$ cat config.mk
export PLATFORM = sky130hd
export DESIGN_NAME = bpo_top
export DESIGN_NICKNAME = d
export VERILOG_FILES = /design/src/logic/bpo_pkg.sv /design/src/logic/bpo_counter.sv /design/src/logic/bpo_top.sv
export VERILOG_INCLUDE_DIRS = /design/src /design/src/logic
export SDC_FILE = /design/constraint.sdc
export NUM_CORES = 1
export LEC_CHECK = 0
export CAP_MARGIN = 20
export CORE_MARGIN = 2
export CORE_UTILIZATION = 30
export CTS_BUF_LIST = sky130_fd_sc_hd__clkbuf_8
export DETAILED_ROUTE_END_ITERATION = 6
export DONT_BUFFER_PORTS = 1
export PLACE_DENSITY = 0.49
export SYNTH_ARGS = -nofsm -noshare
export SYNTH_HDL_FRONTEND = slang
export SYNTH_SLANG_ARGS = --single-unit
$ cat constraint.sdc
create_clock -name i_clk_sys -period 4.2 [get_ports i_clk_sys]
set_input_delay 0.84 -clock i_clk_sys [delete_from_list [all_inputs] [get_ports i_clk_sys]]
set_output_delay 0.84 -clock i_clk_sys [all_outputs]
set_load 0.1 [all_outputs]
$ cat src/logic/bpo_consts.svh
/*
 Constants of the bridge port option and timeout block: offsets, field
 positions, writable masks and reset values.
 Assumes inclusion by bare name from the top module and the testbench.
*/
// What this block does
// - Bit 4 aliases MWI retry to MW
// - Bit 7: primary MWI converted or line-disconnected
// - Bit 8: secondary MWI converted or line-disconnected
// - Bit 9 selects long request locks, reset 0
// - Bit 10 secondary request hold policy, reset 1
// - Bit 11 primary request hold policy, reset 1
// - Reserved option bits read zero, ignore writes
// - Retry attempt limit, reset 2 to 24
// - Primary master timeout, reset 8000h
// - Secondary master timeout, upper half, reset 8000h
// - Undelivered posted write sets bit 18, error
// - Unrepeated delayed transaction sets bit 23, error
`ifndef BPO_CONSTS_SVH
`define BPO_CONSTS_SVH
// ==========================================================
// Register offsets
`define BPO_OFF_STATUS 8'h68
`define BPO_OFF_OPTION 8'h74
`define BPO_OFF_RETRY 8'h78
`define BPO_OFF_TIMEOUT 8'h80
`define BPO_OFF_MASK 8'h84
// ==========================================================
// Option fields
`define BPO_OPT_SEC_MW_ALIAS 4
`define BPO_OPT_PRI_MWI_DISC 7
`define BPO_OPT_SEC_MWI_DISC 8
`define BPO_OPT_LOCK_LONG 9
`define BPO_OPT_SEC_HOLD 10
`define BPO_OPT_PRI_HOLD 11
`define BPO_OPT_WMASK 32'h00000F90
`define BPO_OPT_RESET 32'h00000C00
// ==========================================================
// Status fields
`define BPO_ST_PW_UNDELIV 18
`define BPO_ST_DT_TIMEOUT 23
`define BPO_ST_WMASK 32'h00840000
// ==========================================================
// Counter reset values
`define BPO_RETRY_RESET 32'h01000000
`define BPO_TMO_RESET 16'h8000
`endif

$ cat src/logic/bpo_pkg.sv
/*
 Types shared by the bridge option block.
 Assumes the constants header sits beside it.
*/
package bpo_pkg;
   // PCI command codes that the retry matcher compares
   typedef enum logic [3:0]
   {
      BPO_CMD_MEMW = 4'h7,
      BPO_CMD_MWI = 4'hF
   } bpo_cmd_t;
   typedef logic [31:0] bpo_word_t;
endpackage

$ cat src/logic/bpo_counter.sv
/*
 Loadable down counter used for retry attempts and master timeouts.
 Assumes one clock, synchronous active-high reset; a load value of zero
 leaves the counter idle.
*/
`timescale 1ns/100ps
module bpo_counter #(parameter int W = 16)
(
   input wire logic i_clk_sys,
   input wire logic i_rst,
   input wire logic i_load,
   input wire logic [W-1:0] i_load_val,
   input wire logic i_step,
   input wire logic i_stop,
   output logic o_busy,
   output logic o_expire
);
   logic [W-1:0] cnt_reg; // Remaining steps
   // ==========================================================
   // Count, reload on start
   always_ff @(posedge i_clk_sys)
   begin
      if (i_rst)
      begin
         cnt_reg <= '0;
         o_busy <= 1'b0;
         o_expire <= 1'b0;
      end
      else
      begin
         o_expire <= 1'b0;
         if (i_load)
         begin
            cnt_reg <= i_load_val;
            o_busy <= (i_load_val != '0);
         end
         else if (i_stop)
            o_busy <= 1'b0;
         else if (i_step && o_busy)
         begin
            cnt_reg <= cnt_reg - 1'b1;
            if (cnt_reg == {{(W-1){1'b0}}, 1'b1})
            begin
               o_busy <= 1'b0;
               o_expire <= 1'b1;
            end
         end
      end
   end
   // ==========================================================
   // Checks
   AST_CNT_LOAD: assert property (@(posedge i_clk_sys) disable iff (i_rst)
      (i_load && i_load_val != '0) |=> (o_busy && cnt_reg == $past(i_load_val)))
      else $error("Counter did not reload");
endmodule

$ cat src/logic/bpo_top.sv
/*
 Port option and timeout control of a two-port bridge, with its AXI4-Lite
 register slave, error status and interrupt. Index 0 is the primary port,
 index 1 the secondary port.
 Assumes one clock standing for the PCI clock, synchronous inputs from the
 bridge core, and an AXI4-Lite master with at most one write and one read
 outstanding.
*/
// Design decision made here: the AXI4-Lite register port.
`timescale 1ns/100ps
`include "bpo_consts.svh"
module bpo_top import bpo_pkg::*;
(
   input wire logic i_clk_sys,
   input wire logic i_rst,
   // AXI4-Lite slave
   input wire logic [7:0] i_s_axi_awaddr,
   input wire logic i_s_axi_awvalid,
   output logic o_s_axi_awready,
   input wire logic [31:0] i_s_axi_wdata,
   input wire logic [3:0] i_s_axi_wstrb,
   input wire logic i_s_axi_wvalid,
   output logic o_s_axi_wready,
   output logic [1:0] o_s_axi_bresp,
   output logic o_s_axi_bvalid,
   input wire logic i_s_axi_bready,
   input wire logic [7:0] i_s_axi_araddr,
   input wire logic i_s_axi_arvalid,
   output logic o_s_axi_arready,
   output logic [31:0] o_s_axi_rdata,
   output logic [1:0] o_s_axi_rresp,
   output logic o_s_axi_rvalid,
   input wire logic i_s_axi_rready,
   // Retry matching of secondary initiator
   input wire logic [3:0] i_retry_cmd,
   input wire logic [3:0] i_queued_cmd,
   output logic o_retry_match,
   // Per-port core handshakes
   input wire logic [1:0] i_mwi_active,
   input wire logic [1:0] i_line_end,
   output logic [1:0] o_mwi_to_mw,
   output logic [1:0] o_mwi_disconnect,
   input wire logic [1:0] i_req_want,
   input wire logic [1:0] i_frame_asserted,
   input wire logic [1:0] i_fifo_empty,
   input wire logic [1:0] i_target_term,
   output logic [1:0] o_req,
   output logic o_lock_long_req,
   // Posted write delivery attempts
   input wire logic i_pw_start,
   input wire logic i_pw_attempt,
   input wire logic i_pw_done,
   // Delayed transaction repeat watch per port
   input wire logic [1:0] i_dt_start,
   input wire logic [1:0] i_dt_repeat,
   output logic o_primary_system_error_out,
   output logic o_irq
);
   // ==========================================================
   // Registers
   bpo_word_t option_reg; // Port option upper bits
   bpo_word_t retry_limit_reg; // Retry attempt limit
   logic [15:0] pri_tmo_reg; // Primary master timeout
   logic [15:0] sec_tmo_reg; // Secondary master timeout
   bpo_word_t status_reg; // Sticky error status
   bpo_word_t mask_reg; // Interrupt mask
   logic [7:0] aw_addr_reg; // Latched write address
   bpo_word_t w_data_reg; // Latched write data
   logic [3:0] w_strb_reg; // Latched byte enables
   logic aw_have_reg; // Address waiting
   logic w_have_reg; // Data waiting
   logic [7:0] rd_addr_reg; // Address of last read
   bpo_word_t wmask; // Byte enables as bit mask
   logic do_write; // Write committed this cycle
   logic wr_hit; // Write address is mapped
   logic pw_expire; // Retry limit reached
   logic [1:0] dt_expire; // Master timeout expired
   logic [15:0] tmo_val[2]; // Timeout per port
   bpo_word_t st_set; // Hardware status events
   bpo_word_t st_clr; // Software write-one clears
   bpo_word_t rd_val; // Read mux result
   logic rd_hit; // Read address is mapped
   assign do_write = aw_have_reg && w_have_reg && !o_s_axi_bvalid;
   assign wmask = {{8{w_strb_reg[3]}}, {8{w_strb_reg[2]}}, {8{w_strb_reg[1]}},
      {8{w_strb_reg[0]}}};
   assign tmo_val[0] = pri_tmo_reg;
   assign tmo_val[1] = sec_tmo_reg;
   // ==========================================================
   // AXI write channels: address and data taken in either order
   assign o_s_axi_awready = !aw_have_reg;
   assign o_s_axi_wready = !w_have_reg;
   always_ff @(posedge i_clk_sys)
   begin
      if (i_rst)
      begin
         aw_have_reg <= 1'b0;
         w_have_reg <= 1'b0;
         aw_addr_reg <= 8'h00;
         w_data_reg <= 32'h00000000;
         w_strb_reg <= 4'h0;
         o_s_axi_bvalid <= 1'b0;
         o_s_axi_bresp <= 2'h0;
      end
      else
      begin
         if (i_s_axi_awvalid && o_s_axi_awready)
         begin
            aw_addr_reg <= i_s_axi_awaddr;
            aw_have_reg <= 1'b1;
         end
         if (i_s_axi_wvalid && o_s_axi_wready)
         begin
            w_data_reg <= i_s_axi_wdata;
            w_strb_reg <= i_s_axi_wstrb;
            w_have_reg <= 1'b1;
         end
         // Response once both halves are in
         if (do_write)
         begin
            o_s_axi_bvalid <= 1'b1;
            o_s_axi_bresp <= wr_hit ? 2'h0 : 2'h2;
         end
         else if (o_s_axi_bvalid && i_s_axi_bready)
         begin
            o_s_axi_bvalid <= 1'b0;
            aw_have_reg <= 1'b0;
            w_have_reg <= 1'b0;
         end
      end
   end
   // Decode of mapped write addresses
   always_comb
   begin
      unique case (aw_addr_reg)
         `BPO_OFF_STATUS, `BPO_OFF_OPTION, `BPO_OFF_RETRY, `BPO_OFF_TIMEOUT,
         `BPO_OFF_MASK: wr_hit = 1'b1;
         default: wr_hit = 1'b0;
      endcase
   end
   // ==========================================================
   // Software-written registers
   always_ff @(posedge i_clk_sys)
   begin
      if (i_rst)
      begin
         option_reg <= `BPO_OPT_RESET;
         retry_limit_reg <= `BPO_RETRY_RESET;
         pri_tmo_reg <= `BPO_TMO_RESET;
         sec_tmo_reg <= `BPO_TMO_RESET;
         mask_reg <= 32'h00000000;
      end
      else if (do_write)
      begin
         unique case (aw_addr_reg)
            // Reserved option bits never take a write
            `BPO_OFF_OPTION: option_reg <= (option_reg & ~(wmask & `BPO_OPT_WMASK))
               | (w_data_reg & wmask & `BPO_OPT_WMASK);
            `BPO_OFF_RETRY: retry_limit_reg <= (retry_limit_reg & ~wmask)
               | (w_data_reg & wmask);
            `BPO_OFF_TIMEOUT:
            begin
               pri_tmo_reg <= (pri_tmo_reg & ~wmask[15:0]) | (w_data_reg[15:0] & wmask[15:0]);
               sec_tmo_reg <= (sec_tmo_reg & ~wmask[31:16])
                  | (w_data_reg[31:16] & wmask[31:16]);
            end
            `BPO_OFF_MASK: mask_reg <= (mask_reg & ~(wmask & `BPO_ST_WMASK))
               | (w_data_reg & wmask & `BPO_ST_WMASK);
            default:
            begin
               // Status and unmapped addresses leave these untouched
            end
         endcase
      end
   end
   // ==========================================================
   // Sticky status: a set in the clearing cycle wins
   always_comb
   begin
      st_set = 32'h00000000;
      st_set[`BPO_ST_PW_UNDELIV] = pw_expire;
      st_set[`BPO_ST_DT_TIMEOUT] = |dt_expire;
      st_clr = (do_write && aw_addr_reg == `BPO_OFF_STATUS) ?
         (w_data_reg & wmask & `BPO_ST_WMASK) : 32'h00000000;
   end
   always_ff @(posedge i_clk_sys)
   begin
      if (i_rst)
         status_reg <= 32'h00000000;
      else
         status_reg <= (status_reg & ~st_clr) | st_set;
   end
   // Error output follows every status bit, interrupt only the unmasked ones
   assign o_primary_system_error_out = |status_reg;
   assign o_irq = |(status_reg & mask_reg);
   // ==========================================================
   // AXI read channel: data one cycle after the address is taken
   assign o_s_axi_arready = !o_s_axi_rvalid;
   always_comb
   begin
      rd_hit = 1'b1;
      unique case (i_s_axi_araddr)
         `BPO_OFF_STATUS: rd_val = status_reg;
         `BPO_OFF_OPTION: rd_val = option_reg & `BPO_OPT_WMASK;
         `BPO_OFF_RETRY: rd_val = retry_limit_reg;
         `BPO_OFF_TIMEOUT: rd_val = {sec_tmo_reg, pri_tmo_reg};
         `BPO_OFF_MASK: rd_val = mask_reg;
         default:
         begin
            rd_val = 32'h00000000;
            rd_hit = 1'b0;
         end
      endcase
   end
   always_ff @(posedge i_clk_sys)
   begin
      if (i_rst)
      begin
         o_s_axi_rvalid <= 1'b0;
         o_s_axi_rdata <= 32'h00000000;
         o_s_axi_rresp <= 2'h0;
         rd_addr_reg <= 8'h00;
      end
      else if (i_s_axi_arvalid && o_s_axi_arready)
      begin
         o_s_axi_rvalid <= 1'b1;
         o_s_axi_rdata <= rd_val;
         o_s_axi_rresp <= rd_hit ? 2'h0 : 2'h2;
         rd_addr_reg <= i_s_axi_araddr;
      end
      else if (i_s_axi_rready)
         o_s_axi_rvalid <= 1'b0;
   end
   // ==========================================================
   // Command policy outputs to the bridge core
   always_ff @(posedge i_clk_sys)
   begin
      if (i_rst)
      begin
         o_retry_match <= 1'b0;
         o_lock_long_req <= 1'b0;
      end
      else
      begin
         // Exact match unless MWI may pass for a queued MW
         o_retry_match <= (i_retry_cmd == i_queued_cmd)
            || (option_reg[`BPO_OPT_SEC_MW_ALIAS] && i_retry_cmd == BPO_CMD_MWI
            && i_queued_cmd == BPO_CMD_MEMW);
         o_lock_long_req <= option_reg[`BPO_OPT_LOCK_LONG];
      end
   end
   // ==========================================================
   // Per-port request hold, MWI handling and master timeout
   for (genvar p = 0; p < 2; p++)
   begin : g_port
      logic disc_en; // Line disconnect on MWI
      logic hold_en; // Keep request until drained
      assign disc_en = option_reg[p ? `BPO_OPT_SEC_MWI_DISC : `BPO_OPT_PRI_MWI_DISC];
      assign hold_en = option_reg[p ? `BPO_OPT_SEC_HOLD : `BPO_OPT_PRI_HOLD];
      always_ff @(posedge i_clk_sys)
      begin
         if (i_rst)
         begin
            o_mwi_to_mw[p] <= 1'b0;
            o_mwi_disconnect[p] <= 1'b0;
            o_req[p] <= 1'b0;
         end
         else
         begin
            o_mwi_to_mw[p] <= !disc_en;
            o_mwi_disconnect[p] <= disc_en && i_mwi_active[p] && i_line_end[p];
            if (!o_req[p])
               o_req[p] <= i_req_want[p];
            else if (!hold_en)
               o_req[p] <= !i_frame_asserted[p];
            else if (i_fifo_empty[p] || i_target_term[p])
               o_req[p] <= 1'b0;
         end
      end
      // Counts every clock while waiting for the initiator to repeat
      bpo_counter #(.W(16)) u_tmo
      (
         .i_clk_sys(i_clk_sys),
         .i_rst(i_rst),
         .i_load(i_dt_start[p]),
         .i_load_val(tmo_val[p]),
         .i_step(1'b1),
         .i_stop(i_dt_repeat[p]),
         .o_busy(),
         .o_expire(dt_expire[p])
      );
   end
   // Posted write attempts against the retry limit
   bpo_counter #(.W(32)) u_retry
   (
      .i_clk_sys(i_clk_sys),
      .i_rst(i_rst),
      .i_load(i_pw_start),
      .i_load_val(retry_limit_reg),
      .i_step(i_pw_attempt),
      .i_stop(i_pw_done),
      .o_busy(),
      .o_expire(pw_expire)
   );
   // ==========================================================
   // Checks
   AST_RETRY_ALIAS: assert property (@(posedge i_clk_sys) disable iff (i_rst)
      (option_reg[4] && i_retry_cmd == 4'hF && i_queued_cmd == 4'h7) |=> o_retry_match)
      else $error("MWI retry not aliased");
   AST_PRI_MWI: assert property (@(posedge i_clk_sys) disable iff (i_rst)
      (!option_reg[7]) |=> (o_mwi_to_mw[0] && !o_mwi_disconnect[0]))
      else $error("Primary MWI not converted");
   AST_SEC_MWI: assert property (@(posedge i_clk_sys) disable iff (i_rst)
      (option_reg[8] && i_mwi_active[1] && i_line_end[1]) |=> o_mwi_disconnect[1])
      else $error("Secondary MWI not disconnected");
   AST_LOCK_LONG: assert property (@(posedge i_clk_sys) disable iff (i_rst)
      $rose(option_reg[9]) |=> o_lock_long_req)
      else $error("Long lock request not followed");
   AST_SEC_RELEASE: assert property (@(posedge i_clk_sys) disable iff (i_rst)
      (o_req[1] && !option_reg[10] && i_frame_asserted[1]) |=> !o_req[1])
      else $error("Secondary request not released");
   AST_PRI_HOLD: assert property (@(posedge i_clk_sys) disable iff (i_rst)
      (o_req[0] && option_reg[11] && !i_fifo_empty[0] && !i_target_term[0]) |=> o_req[0])
      else $error("Primary request dropped early");
   AST_OPT_RSVD: assert property (@(posedge i_clk_sys) disable iff (i_rst)
      (o_s_axi_rvalid && rd_addr_reg == 8'h74) |-> (o_s_axi_rdata[15:12] == 4'h0
      && o_s_axi_rdata[6:5] == 2'h0))
      else $error("Reserved option bits read nonzero");
   AST_RESET_VAL: assert property (@(posedge i_clk_sys)
      i_rst |=> (retry_limit_reg == 32'h01000000 && pri_tmo_reg == 16'h8000
      && sec_tmo_reg == 16'h8000 && option_reg == 32'h00000C00))
      else $error("Reset values wrong");
   AST_PW_ERR: assert property (@(posedge i_clk_sys) disable iff (i_rst)
      pw_expire |=> (status_reg[18] && o_primary_system_error_out))
      else $error("Undelivered posted write not flagged");
   AST_DT_ERR: assert property (@(posedge i_clk_sys) disable iff (i_rst)
      (|dt_expire) |=> (status_reg[23] && o_primary_system_error_out))
      else $error("Master timeout not flagged");
   CVR_WRITE: cover property (@(posedge i_clk_sys) disable iff (i_rst)
      o_s_axi_bvalid && i_s_axi_bready);
   CVR_TIMEOUT: cover property (@(posedge i_clk_sys) disable iff (i_rst) |dt_expire);
   CVR_IRQ: cover property (@(posedge i_clk_sys) disable iff (i_rst) $rose(o_irq));
endmodule

==> impl_results.md, run 1 <==
- Ordered list of cells on the worst path: nand3b_1 -> or4_1 -> o21ai_0 -> a21oi_1
- Number of synthesized flops with an enable pin: 0
- Arrival time of the worst setup path: 3.32 ns
- Cell type of the slowest stage on the worst timing path: sky130_fd_sc_hd__or4_1
- Start of the worst register-to-register path: o_s_axi_bvalid
- Hold slack final: 0.365 ns
- RD Place Congestion: 0.814
- Number of ports placed on the die boundary: 137
- Reg2Reg Setup Slack: 1.31 ns
- Total routing resource utilization after global routing: 0.190
- Number of optimization iterations in the first detailed-route pass: 7
- Longest individual stage delay on the worst path: 1.07 ns
- Cell type contributing the most total cell area after synthesis: sky130_fd_sc_hd__dfxtp_1
- Run status: finished, final reports clean
- Vias in the first global route: 9259
- Clock latency on the worst-skew pair: 0.56 ns
- Die width: 193 um
- Hold wc startpoint: i_rst
- Critical path endpoint category: register
- DR vias: 9850
- Kind of start point of the critical path: register
- Normalized max-slew margin: 0.288
- Distinct cell type count of the synthesized netlist: 75
- Synth async-reset ratio: 0
- Worst Hold Depth: 1
- Clock root cell: sky130_fd_sc_hd__clkbuf_8
- Post-DRT Antenna Nets: 0
- Number of setup buffers added after CTS: 0
- First-iteration detailed-routing DRC count: 768
- Final Setup Violations: 0
- Aggregate global routing overflow: 0
- Full die area: 37400 um^2
- Reg clk slew, reported paths: 0.06 ns
- Average wire per cell in the routed design: 20.8 um
- Type of the tightest min-delay check: primary input to register
- Period Utilization, post-route: 0.687
- Initial cell density of the core: 0.304
- Setup TNS after final layout: 0 ns
- Reported leakage power: 4.10 nW
- Critical setup path kind: register to register
- Synthesized flop and latch total: 234
- Number of cell rows: 69
- CTS buffer count: 43
- Flip-flop cell with the highest count after synthesis: sky130_fd_sc_hd__dfxtp_1
- Buffers plus inverters on the worst setup path: 0
- Most common cell after layout, fill and taps aside: sky130_fd_sc_hd__dfxtp_1
- # resized after CTS: 0
- Gate Count Post-Synth: 1303
- Clock tree skew after final layout: 0.0168 ns
- Initial antenna violation count: 0
- Number of max-cap violations: 0
- Unrepaired setup endpoints after global routing: false
- Post-detail-place hpwl: 25400 um
- Wire length of the first global-routing pass: 56200 um
- Area growth from synthesis to final layout: 11.8%
- Max H-tree Level: 2
- Post-route DRC violation count: 0
- Clock Sinks: 234
- Number of cells on the critical path: 4
- CTS tree: built
- Largest net degree at the start of global routing: 191
- Required time worst endpoint: 4.63 ns
- Max FO, Critical Path: 33
- P per Cell Area: 428 nW/um^2
- Fin. max-slew vios: 0
- Mapped cell area: 10800 um^2
- DIE HEIGHT: 193 um
- Final-stage net count: 1363
- Post-synthesis sequential area ratio: 0.436
- Mean cell area of the mapped netlist: 8.25 um^2
- Maximum vdd drop: 0.217 mV
- Cell class contributing the biggest share of worst-path delay: simple AND/OR/NAND/NOR gates
- Terminating pin of the worst hold path: o_s_axi_rvalid
- Minimum clock period: 2.89 ns
- Antenna cell count: 0
- Number of vias per cell after detailed routing: 5.58
- Post-CTS Hold Buffers: 0
- Leading post-synthesis cells by cell area: sky130_fd_sc_hd__dfxtp_1, sky130_fd_sc_hd__a21oi_1, sky130_fd_sc_hd__nand2_1
- Transition time at the pin with the least slew margin: 1.07 ns
- Core box area: 35400 um^2
- Fraction of synthesized cell area taken by the top area cell type: 0.436
- CTS Buffer Depth: 3
- Leading cell types in the layout, fill and taps excluded: sky130_fd_sc_hd__dfxtp_1, sky130_fd_sc_hd__nand2_1, sky130_fd_sc_hd__a21oi_1
- Total wire length after detailed routing: 36700 um
- Hold violation total from the final report: 0
- Yosys synthesis warning count: 0
- Highest clock frequency the design can meet: 347 MHz
- Layout cells sized above 1: 0.0789
- Number of buffer cells added on primary ports: 0
- Number of cells on the worst reg-to-reg path: 4
[power by group]
| group | internal [W] | total [W] | switching, W | leakage, nW |
|---|---|---|---|---|
| combinational | 0.000121 | 0.000360 | 0.000238 | 1.65 |
| clock | 0.00138 | 0.00238 | 0.000998 | 0.540 |
| sequential | 0.00228 | 0.00240 | 0.000119 | 1.91 |
| total | 0.00379 | 0.00514 | 0.00136 | 4.10 |
[worst max-delay path by stage]
stage	start	end	slack [ns]
3_5_place_dp	i_s_axi_araddr[1]	o_s_axi_rdata[31]	1.33
5_1_grt	o_s_axi_bvalid	register	1.06
4_1_cts	o_s_axi_bvalid	register	1.35
3_3_place_gp	o_s_axi_bvalid	register	1.36
6_report	o_s_axi_bvalid	register	1.31
2_1_floorplan	o_s_axi_rvalid	o_s_axi_arready	1.69
[metrics by stage]
stage / utilization / cells / worst slack (ns) / cell area [um^2] / power, W
floorplan: - / 1304 / 1.69 / 10800 / 0.00274
CTS: 0.339 / 1765 / 1.35 / 12000 / 0.00521
global placement: 0.312 / 1686 / 1.36 / 11100 / 0.00280
detailed placement: 0.312 / 1686 / 1.33 / 11100 / 0.00281
finish: 0.340 / 1766 / 1.31 / 12000 / 0.00514
global route: 0.340 / 1766 / 1.06 / 12000 / 0.00535
[synthesized netlist by cell type, drive strengths merged, types with 22 or more instances]
master and n:
nand3 87, nor2 91, a21oi 123, inv 32, a211oi 23, or4 24, nand4 28, clkbuf 73
dfxtp 234, o21ai 113, nand2 136, nor4 44, a22oi 24, nor3 22
[cell type report]
class | instances | area (um^2)
inverter | 33 | 124
clock inverter | 23 | 179
fill | 3763 | 23400
multi-input combinational | 946 | 5580
tap | 461 | 577
sequential | 234 | 4680
timing repair buffer | 13 | 105
clock buffer | 56 | 771
[kinds of logic after synthesis]
| kind of cell | count (synthesis) | synth area share |
|---|---|---|
| adders and majority gates | 6 | 0.00698 |
| muxes | 17 | 0.0159 |
| other | 1 | 0.000349 |
| buffers and inverters | 124 | 0.0471 |
| AOI/OAI and AO/OA | 364 | 0.209 |
| xor gates and xnor gates | 29 | 0.0236 |
| and+or+nand+nor | 528 | 0.261 |
| DFF | 234 | 0.436 |
[per-layer routing]
metal / track usage / vias up / share of wire
met4: 0.0664 / 0 / 0.030
met5: 0 / - / 0
met2: 0.283 / 291 / 0.43
met1: 0.268 / 4714 / 0.48
met3: 0.0438 / 72 / 0.064
li1: - / 4773 / -
Power figures use the tool's default switching activity.
==> run 2: changes to the inputs <==
--- a/config.mk
+++ b/config.mk
@@ -12,7 +12,7 @@
 export CTS_BUF_LIST = sky130_fd_sc_hd__clkbuf_8
 export DETAILED_ROUTE_END_ITERATION = 6
 export DONT_BUFFER_PORTS = 1
-export PLACE_DENSITY = 0.49
+export PLACE_DENSITY = 0.5
 export SYNTH_ARGS = -nofsm -noshare
 export SYNTH_HDL_FRONTEND = slang
 export SYNTH_SLANG_ARGS = --single-unit
==> constraint.sdc (replaced) <==
create_clock -name i_clk_sys -period 2.3 [get_ports i_clk_sys]
set_input_delay 0.46 -clock i_clk_sys [delete_from_list [all_inputs] [get_ports i_clk_sys]]
set_output_delay 0.46 -clock i_clk_sys [all_outputs]
set_load 0.1 [all_outputs]
==> impl_results.md, run 2 (synthesis results as in run 1) <==
- Run status: finished, final reports clean
- Internal power of the cells: 0.00662 W (+75%)
- Longest individual stage delay on the worst path: 0.61 ns (-0.46 ns)
- Most common cell after layout, fill and taps aside: sky130_fd_sc_hd__dfxtp_1
- Setup TNS after final layout: 0 ns (unchanged)
- Leading cell types in the layout, fill and taps excluded: sky130_fd_sc_hd__dfxtp_1, sky130_fd_sc_hd__nand2_1, sky130_fd_sc_hd__a21oi_1
- Critical path endpoint category: register
- Area growth from synthesis to final layout: 17.4%
- Pre-CTS setup slack: 0.245 ns (-1.08 ns)
- Start of the worst register-to-register path: u_retry.cnt_reg[16]
- Switching share of power: 0.268 (+0.00405)
- Crit Reg-Reg Endpoint: u_retry.cnt_reg[21]
- Type of the tightest min-delay check: primary input to register
- Critical setup path kind: register to register
- Fin. max-slew vios: 0 (unchanged)
- Number of cells on the worst reg-to-reg path: 4 (unchanged)
- Ordered list of cells on the worst path: or4_4 -> or3_1 -> or4_1 -> o2111a_1
- DR vias: 10185 (+3.4%)
- Kind of start point of the critical path: register
- Area after DPL: 11700 um^2 (+6.2%)
- Reg2Reg Setup Slack: 0.27 ns (-1.04 ns)
- Clock Sinks: 234 (unchanged)
- Layout cells sized above 1: 0.135 (+0.0558)
- Aggregate global routing overflow: 0 (unchanged)
- Initial antenna violation count: 0 (unchanged)
- Clock latency on the worst-skew pair: 0.55 ns (about the same)
- Reg clk slew, reported paths: 0.06 ns (about the same)
- Total routing resource utilization after global routing: 0.196 (+0.00563)
- Hold violation total from the final report: 0 (unchanged)
- Minimum clock period: 2.03 ns (-0.857 ns)
- Number of optimization iterations in the first detailed-route pass: 5 (-2)
- Number of ports placed on the die boundary: 137 (unchanged)
- Post-detail-place hpwl: 26600 um (+4.8%)
- Required time worst endpoint: 2.73 ns (-1.90 ns)
- Reported leakage power: 4.50 nW (+9.8%)
- Vias in the first global route: 9860 (+6.5%)
- Post-DRT Antenna Nets: 0 (unchanged)
- Arrival time of the worst setup path: 2.46 ns (-0.86 ns)
- Net load switching power: 0.00242 W (+78%)
- Wire length of the first global-routing pass: 58100 um (+3.3%)
- End of the critical path: u_retry.cnt_reg[21]
- Reg power frac: 0.476 (+0.009)
- Highest clock frequency the design can meet: 493 MHz (+42%)
- Worst setup slack after layout: 0.272 ns (-1.04 ns)
- CTS Buffer Depth: 3 (unchanged)
- Unrepaired setup endpoints after global routing: false
- Number of setup buffers added after CTS: 0 (unchanged)
- Number of vias per cell after detailed routing: 5.51 (-1.3%)
- Timing startpoint of the critical path: u_retry.cnt_reg[16]
- Core box area: 35400 um^2 (unchanged)
- Max FO, Critical Path: 8 (-76%)
- P per Cell Area: 715 nW/um^2 (+67%)
- Max H-tree Level: 2 (unchanged)
- Post-route DRC violation count: 0 (unchanged)
- CTS buffer count: 41 (-4.7%)
- Power share of the combinational group: 0.094 (+0.024)
- First-iteration detailed-routing DRC count: 790 (+2.9%)
- Period Utilization, post-route: 0.882 (+0.195)
- DIE HEIGHT: 193 um (unchanged)
- Hold slack final: 0.0351 ns (-0.329 ns)
- Maximum vdd drop: 0.365 mV (+68%)
- Final-stage net count: 1454 (+6.7%)
- CTS tree: built
- Average wire per cell in the routed design: 20.2 um (-2.8%)
- Cell type of the slowest stage on the worst timing path: sky130_fd_sc_hd__or4_4
- RD Place Congestion: 0.862 (+5.9%)
- Clock root cell: sky130_fd_sc_hd__clkbuf_8
- Final instance area: 12600 um^2 (+5.0%)
- Number of buffer cells added on primary ports: 0 (unchanged)
- Normalized max-slew margin: 0.536 (+0.249)
- Initial cell density of the core: 0.304 (unchanged)
- Die width: 193 um (unchanged)
- Clock power share: 0.431 (-0.032)
- Number of max-cap violations: 0 (unchanged)
- Final Setup Violations: 0 (unchanged)
- Clock tree skew after final layout: 0.0219 ns (+0.00512 ns)
- Largest net degree at the start of global routing: 180 (-5.8%)
- Transition time at the pin with the least slew margin: 0.695 ns (-0.377 ns)
- Number of cell rows: 69 (unchanged)
- Full die area: 37400 um^2 (unchanged)
- Total wire length after detailed routing: 37400 um (+1.8%)
[run 2: power by group through the flow]
stage               registers [W]  clock network, W  logic (W)
floorplan                 0.00442                 0   0.000585
global placement          0.00438                 0   0.000822
detailed placement        0.00438                 0   0.000828
CTS                       0.00430           0.00399   0.000844
global route              0.00431           0.00418   0.000929
finish                    0.00430           0.00389   0.000845
[run 2: layer usage]
metal,part of all wire,GRT usage
met2,0.43,0.295
met5,0,0
met3,0.054,0.0343
met4,0.044,0.0862
met1,0.47,0.273
[run 2: timing repair]
item / in CTS / in global routing
resized for setup: 0 / 0
setup endpoints to repair: 0 / 0
hold buffers: 5 / 0
hold endpoints to repair: 16 / 0
[run 2: worst max-delay path, delay by kind of cell (launching register included)]
| kind | cells | cell delay (ns) |
|---|---|---|
| AND/OR/NAND/NOR | 3 | 1.43 |
| flip-flops | 1 | 0.37 |
| AO/OA/AOI/OAI | 1 | 0.13 |
[run 2: layout make-up]
type / count / area, um^2
fillers: 3748 / 22800
flip-flops and latches: 234 / 4680
repair buffers: 106 / 821
clock buffers: 56 / 771
clock inverters: 13 / 60.1
well taps: 461 / 577
diodes: 1 / 2.50
multi-input cells: 946 / 5590
inverters: 33 / 124
[run 2: metrics by stage]
stage,instances,utilization,power [W]
detailed placement,1775,0.332,0.00521
finish,1850,0.357,0.00903
global route,1849,0.357,0.00942
floorplan,1304,-,0.00501
CTS,1849,0.357,0.00913
global placement,1775,0.332,0.00520
[run 2: worst min-delay path by stage]
stage	slack (ns)	startpoint	depth (start not counted)	endpoint
finish	0.04	i_s_axi_awvalid	1	aw_have_reg
global route	0.005	i_rst	1	u_retry.cnt_reg[11]
CTS	0.004	i_rst	1	u_retry.cnt_reg[11]
detailed placement	0.44	o_s_axi_rdata[16]	2	o_s_axi_rdata[16]
global placement	0.44	o_s_axi_rdata[14]	2	o_s_axi_rdata[14]
floorplan	0.41	register	1	o_mwi_to_mw[0]
==> run 3: changes to the inputs <==
--- a/config.mk
+++ b/config.mk
@@ -15,4 +15,5 @@
 export PLACE_DENSITY = 0.5
 export SYNTH_ARGS = -nofsm -noshare
 export SYNTH_HDL_FRONTEND = slang
+export SYNTH_HIERARCHICAL = 1
 export SYNTH_SLANG_ARGS = --single-unit
==> impl_results.md, run 3 <==
- Period Utilization, post-route: 0.945 (+0.0636)
- Post-route DRC violation count: 0 (unchanged)
- Mapped cell area: 11100 um^2 (+3.5%)
- Run status: finished, final reports clean
- First-iteration detailed-routing DRC count: 825 (+4.4%)
- Area after DPL: 11900 um^2 (+1.3%)
- Layout cells sized above 1: 0.134 (-0.000713)
- Final Setup Violations: 0 (unchanged)
- Number of vias per cell after detailed routing: 5.50 (about the same)
- Post-detail-place hpwl: 26300 um (-1.4%)
- Transition time at the pin with the least slew margin: 0.705 ns (+0.0101 ns)
- Largest net degree at the start of global routing: 104 (-42%)
- Area growth from synthesis to final layout: 24.1%
- Clock tree skew after final layout: 0.0268 ns (+0.00492 ns)
- Total routing resource utilization after global routing: 0.198 (+0.00276)
- Wire length of the first global-routing pass: 60100 um (+3.5%)
- RD Place Congestion: 0.830 (-3.7%)
- Aggregate global routing overflow: 0 (unchanged)
- Number of optimization iterations in the first detailed-route pass: 5 (unchanged)
- Type of the tightest min-delay check: primary input to register
- Leading post-synthesis cells by cell area: sky130_fd_sc_hd__dfxtp_1, sky130_fd_sc_hd__a21oi_1, sky130_fd_sc_hd__nand2_1
- Global routing met2 resource utilization: 0.300 (+0.00539)
- Die width: 197 um (+1.7%)
- Gate Count Post-Synth: 1305 (+0.15%)
- Maximum vdd drop: 0.469 mV (+28%)
- Clock Sinks: 234 (unchanged)
- Distinct cell type count of the synthesized netlist: 78 (+4.0%)
- Longest individual stage delay on the worst path: 0.56 ns (-0.05 ns)
- Core box area: 36600 um^2 (+3.4%)
- Met3 usage in global routing: 0.0335 (-0.000806)
- Number of ports placed on the die boundary: 137 (unchanged)
- Kind of start point of the critical path: register
- Highest clock frequency the design can meet: 460 MHz (-6.7%)
- Cell type of the slowest stage on the worst timing path: sky130_fd_sc_hd__dlygate4sd3_1
- Critical setup path kind: register to register
- Average wire per cell in the routed design: 20.2 um (-0.20%)
- Reg clk slew, reported paths: 0.06 ns (about the same)
- Normalized max-slew margin: 0.530 (-0.00674)
- Synthesized flop and latch total: 234 (unchanged)
- Leading cell types in the layout, fill and taps excluded: sky130_fd_sc_hd__dfxtp_1, sky130_fd_sc_hd__nand2_1, sky130_fd_sc_hd__a21oi_1
- CTS buffer count: 43 (+4.9%)
- Max H-tree Level: 2 (unchanged)
- Initial cell density of the core: 0.304 (about the same)
- Sequential cell area in the final layout: 4690 um^2 (about the same)
- Post-synthesis sequential area ratio: 0.421 (-0.0147)
- Number of synthesized flops with an enable pin: 0 (unchanged)
- Synth async-reset ratio: 0 (unchanged)
- Fin. max-slew vios: 0 (unchanged)
- Required time worst endpoint: 2.81 ns (+0.08 ns)
- Mean cell area of the mapped netlist: 8.53 um^2 (+3.3%)
- Count of fill cells added during filler insertion: 3844 (+2.6%)
- Most repeated cell in the gate-level netlist after synthesis: sky130_fd_sc_hd__dfxtp_1
- Full die area: 38700 um^2 (+3.4%)
- Cell type contributing the most total cell area after synthesis: sky130_fd_sc_hd__dfxtp_1
- Arrival time of the worst setup path: 2.69 ns (+0.23 ns)
- Minimum clock period: 2.17 ns (+0.146 ns)
- Most common cell after layout, fill and taps aside: sky130_fd_sc_hd__dfxtp_1
- Final-stage net count: 1529 (+5.2%)
- Number of buffer cells added on primary ports: 0 (unchanged)
- Vias in the first global route: 10018 (+1.6%)
- Final instance area: 13800 um^2 (+9.4%)
- P per Cell Area: 682 nW/um^2 (-4.7%)
- Ordered list of cells on the worst path: buf_4 -> or3_2 -> nor4_2 -> xnor2_1 -> a211oi_1 -> dlygate4sd3_1
- Multi-input gate area in the final layout: 5860 um^2 (+4.8%)
- Fraction of synthesized cell area taken by the top area cell type: 0.421 (-0.0147)
- Reported leakage power: 4.91 nW (+9.1%)
- Number of max-cap violations: 0 (unchanged)
- DR vias: 10670 (+4.8%)
- Initial antenna violation count: 0 (unchanged)
- Yosys synthesis warning count: 6 (+6)
- Hold violation total from the final report: 0 (unchanged)
- Flip-flop cell with the highest count after synthesis: sky130_fd_sc_hd__dfxtp_1
- Post-DRT Antenna Nets: 0 (unchanged)
- Top cell types by occurrence after synthesis: sky130_fd_sc_hd__dfxtp_1, sky130_fd_sc_hd__nand2_1, sky130_fd_sc_hd__a21oi_1
- Number of cell rows: 70 (+1.4%)
- Total wire length after detailed routing: 39100 um (+4.6%)
- Hold slack final: 0.0255 ns (-0.00959 ns)
- Met1 usage in global routing: 0.291 (+0.0180)
- Critical path endpoint category: register
- Max FO, Critical Path: 5 (-3)
- Clock latency on the worst-skew pair: 0.59 ns (+0.04 ns)
- DIE HEIGHT: 197 um (+1.7%)
- Busiest layer in global routing: met2
- CTS tree: built
- Clock root cell: sky130_fd_sc_hd__clkbuf_8
- CTS Buffer Depth: 3 (unchanged)
## run 3: changes by cell type in the layout (fill, tap and decap cells not counted), moves of 14 or more
cell,delta
sky130_fd_sc_hd__nand4b_1,+33
sky130_fd_sc_hd__o31ai_1,+27
sky130_fd_sc_hd__nand4_1,+19
sky130_fd_sc_hd__dlygate4sd3_1,+87
sky130_fd_sc_hd__nand3_1,-73
sky130_fd_sc_hd__o21ai_1,-28
sky130_fd_sc_hd__buf_4,-14
sky130_fd_sc_hd__inv_1,+14
## run 3: worst paths after layout
kind	from	end	slack, ns	cells past startpoint
setup / recovery	g_port[0].u_tmo/cnt_reg[0]	g_port[0].u_tmo/cnt_reg[9]	0.13	6
hold / removal	i_s_axi_wdata[30]	w_data_reg[30]	0.03	2
setup reg to reg	g_port[0].u_tmo/cnt_reg[0]	g_port[0].u_tmo/cnt_reg[9]	0.13	6
hold reg to reg	o_s_axi_rdata[25]	o_s_axi_rdata[25]	0.45	2
## run 3: where the power goes
part | internal, W | switching [W] | total (W) | leakage [nW]
Clock | 0.00222 | 0.00188 | 0.00411 | 0.518
Sequential | 0.00417 | 0.000143 | 0.00431 | 1.91
Combinational | 0.000374 | 0.000622 | 0.000996 | 2.49
## run 3: layout make-up
class	instances	share of cell area
inverter	42	0.0114
clock buffer	57	0.0568
tap	468	0.0424
timing repair buffer	181	0.118
sequential	234	0.339
clock inverter	21	0.00716
multi-input combinational	935	0.424
antenna	1	0.000181
## run 3: kinds of logic after synthesis
| kind of cell | after synthesis | synth area share |
|---|---|---|
| other cells | 2 | 0.000675 |
| simple gates | 511 | 0.265 |
| compound gates | 360 | 0.207 |
| buf+inv | 142 | 0.0581 |
| xor+xnor | 31 | 0.0244 |
| fa+ha+maj | 6 | 0.00674 |
| flops | 234 | 0.421 |
| mux | 19 | 0.0172 |
## run 3: through the flow
stage / power [W] / TNS (ns) / std cells / util / worst slack (ns)
detailed placement: 0.00525 / 0 / 1763 / 0.325 / 0.150
CTS: 0.00950 / 0 / 1934 / 0.375 / 0.0197
finish: 0.00942 / 0 / 1939 / 0.377 / 0.125
global route: 0.00979 / -0.0202 / 1938 / 0.377 / -0.0202
floorplan: 0.00508 / 0 / 1311 / - / 0.0934
global placement: 0.00524 / 0 / 1763 / 0.325 / 0.186
## run 3: repair_timing
item / 4_1_cts / 5_1_grt
endpoints found under the setup margin: 0 / 37
resized for setup: 0 / 12
hold endpoints to repair: 175 / 0
buffers inserted: 0 / 4
hold buffers: 93 / 0
## run 3: critical path: cells and delay by family, from the launching register on
kind | cells | cell delay (ns)
flops | 1 | 0.31
simple gates | 2 | 0.77
compound gates | 1 | 0.22
buf+inv | 2 | 0.71
xor+xnor | 1 | 0.10
## run 3: routing by layer
layer | share of wire | up-vias | routed length, um
li1 | - | 5147 | -
met3 | 0.069 | 62 | 2690
met5 | 0 | - | 0
met2 | 0.44 | 324 | 17200
met1 | 0.47 | 5137 | 18600
met4 | 0.019 | 0 | 727
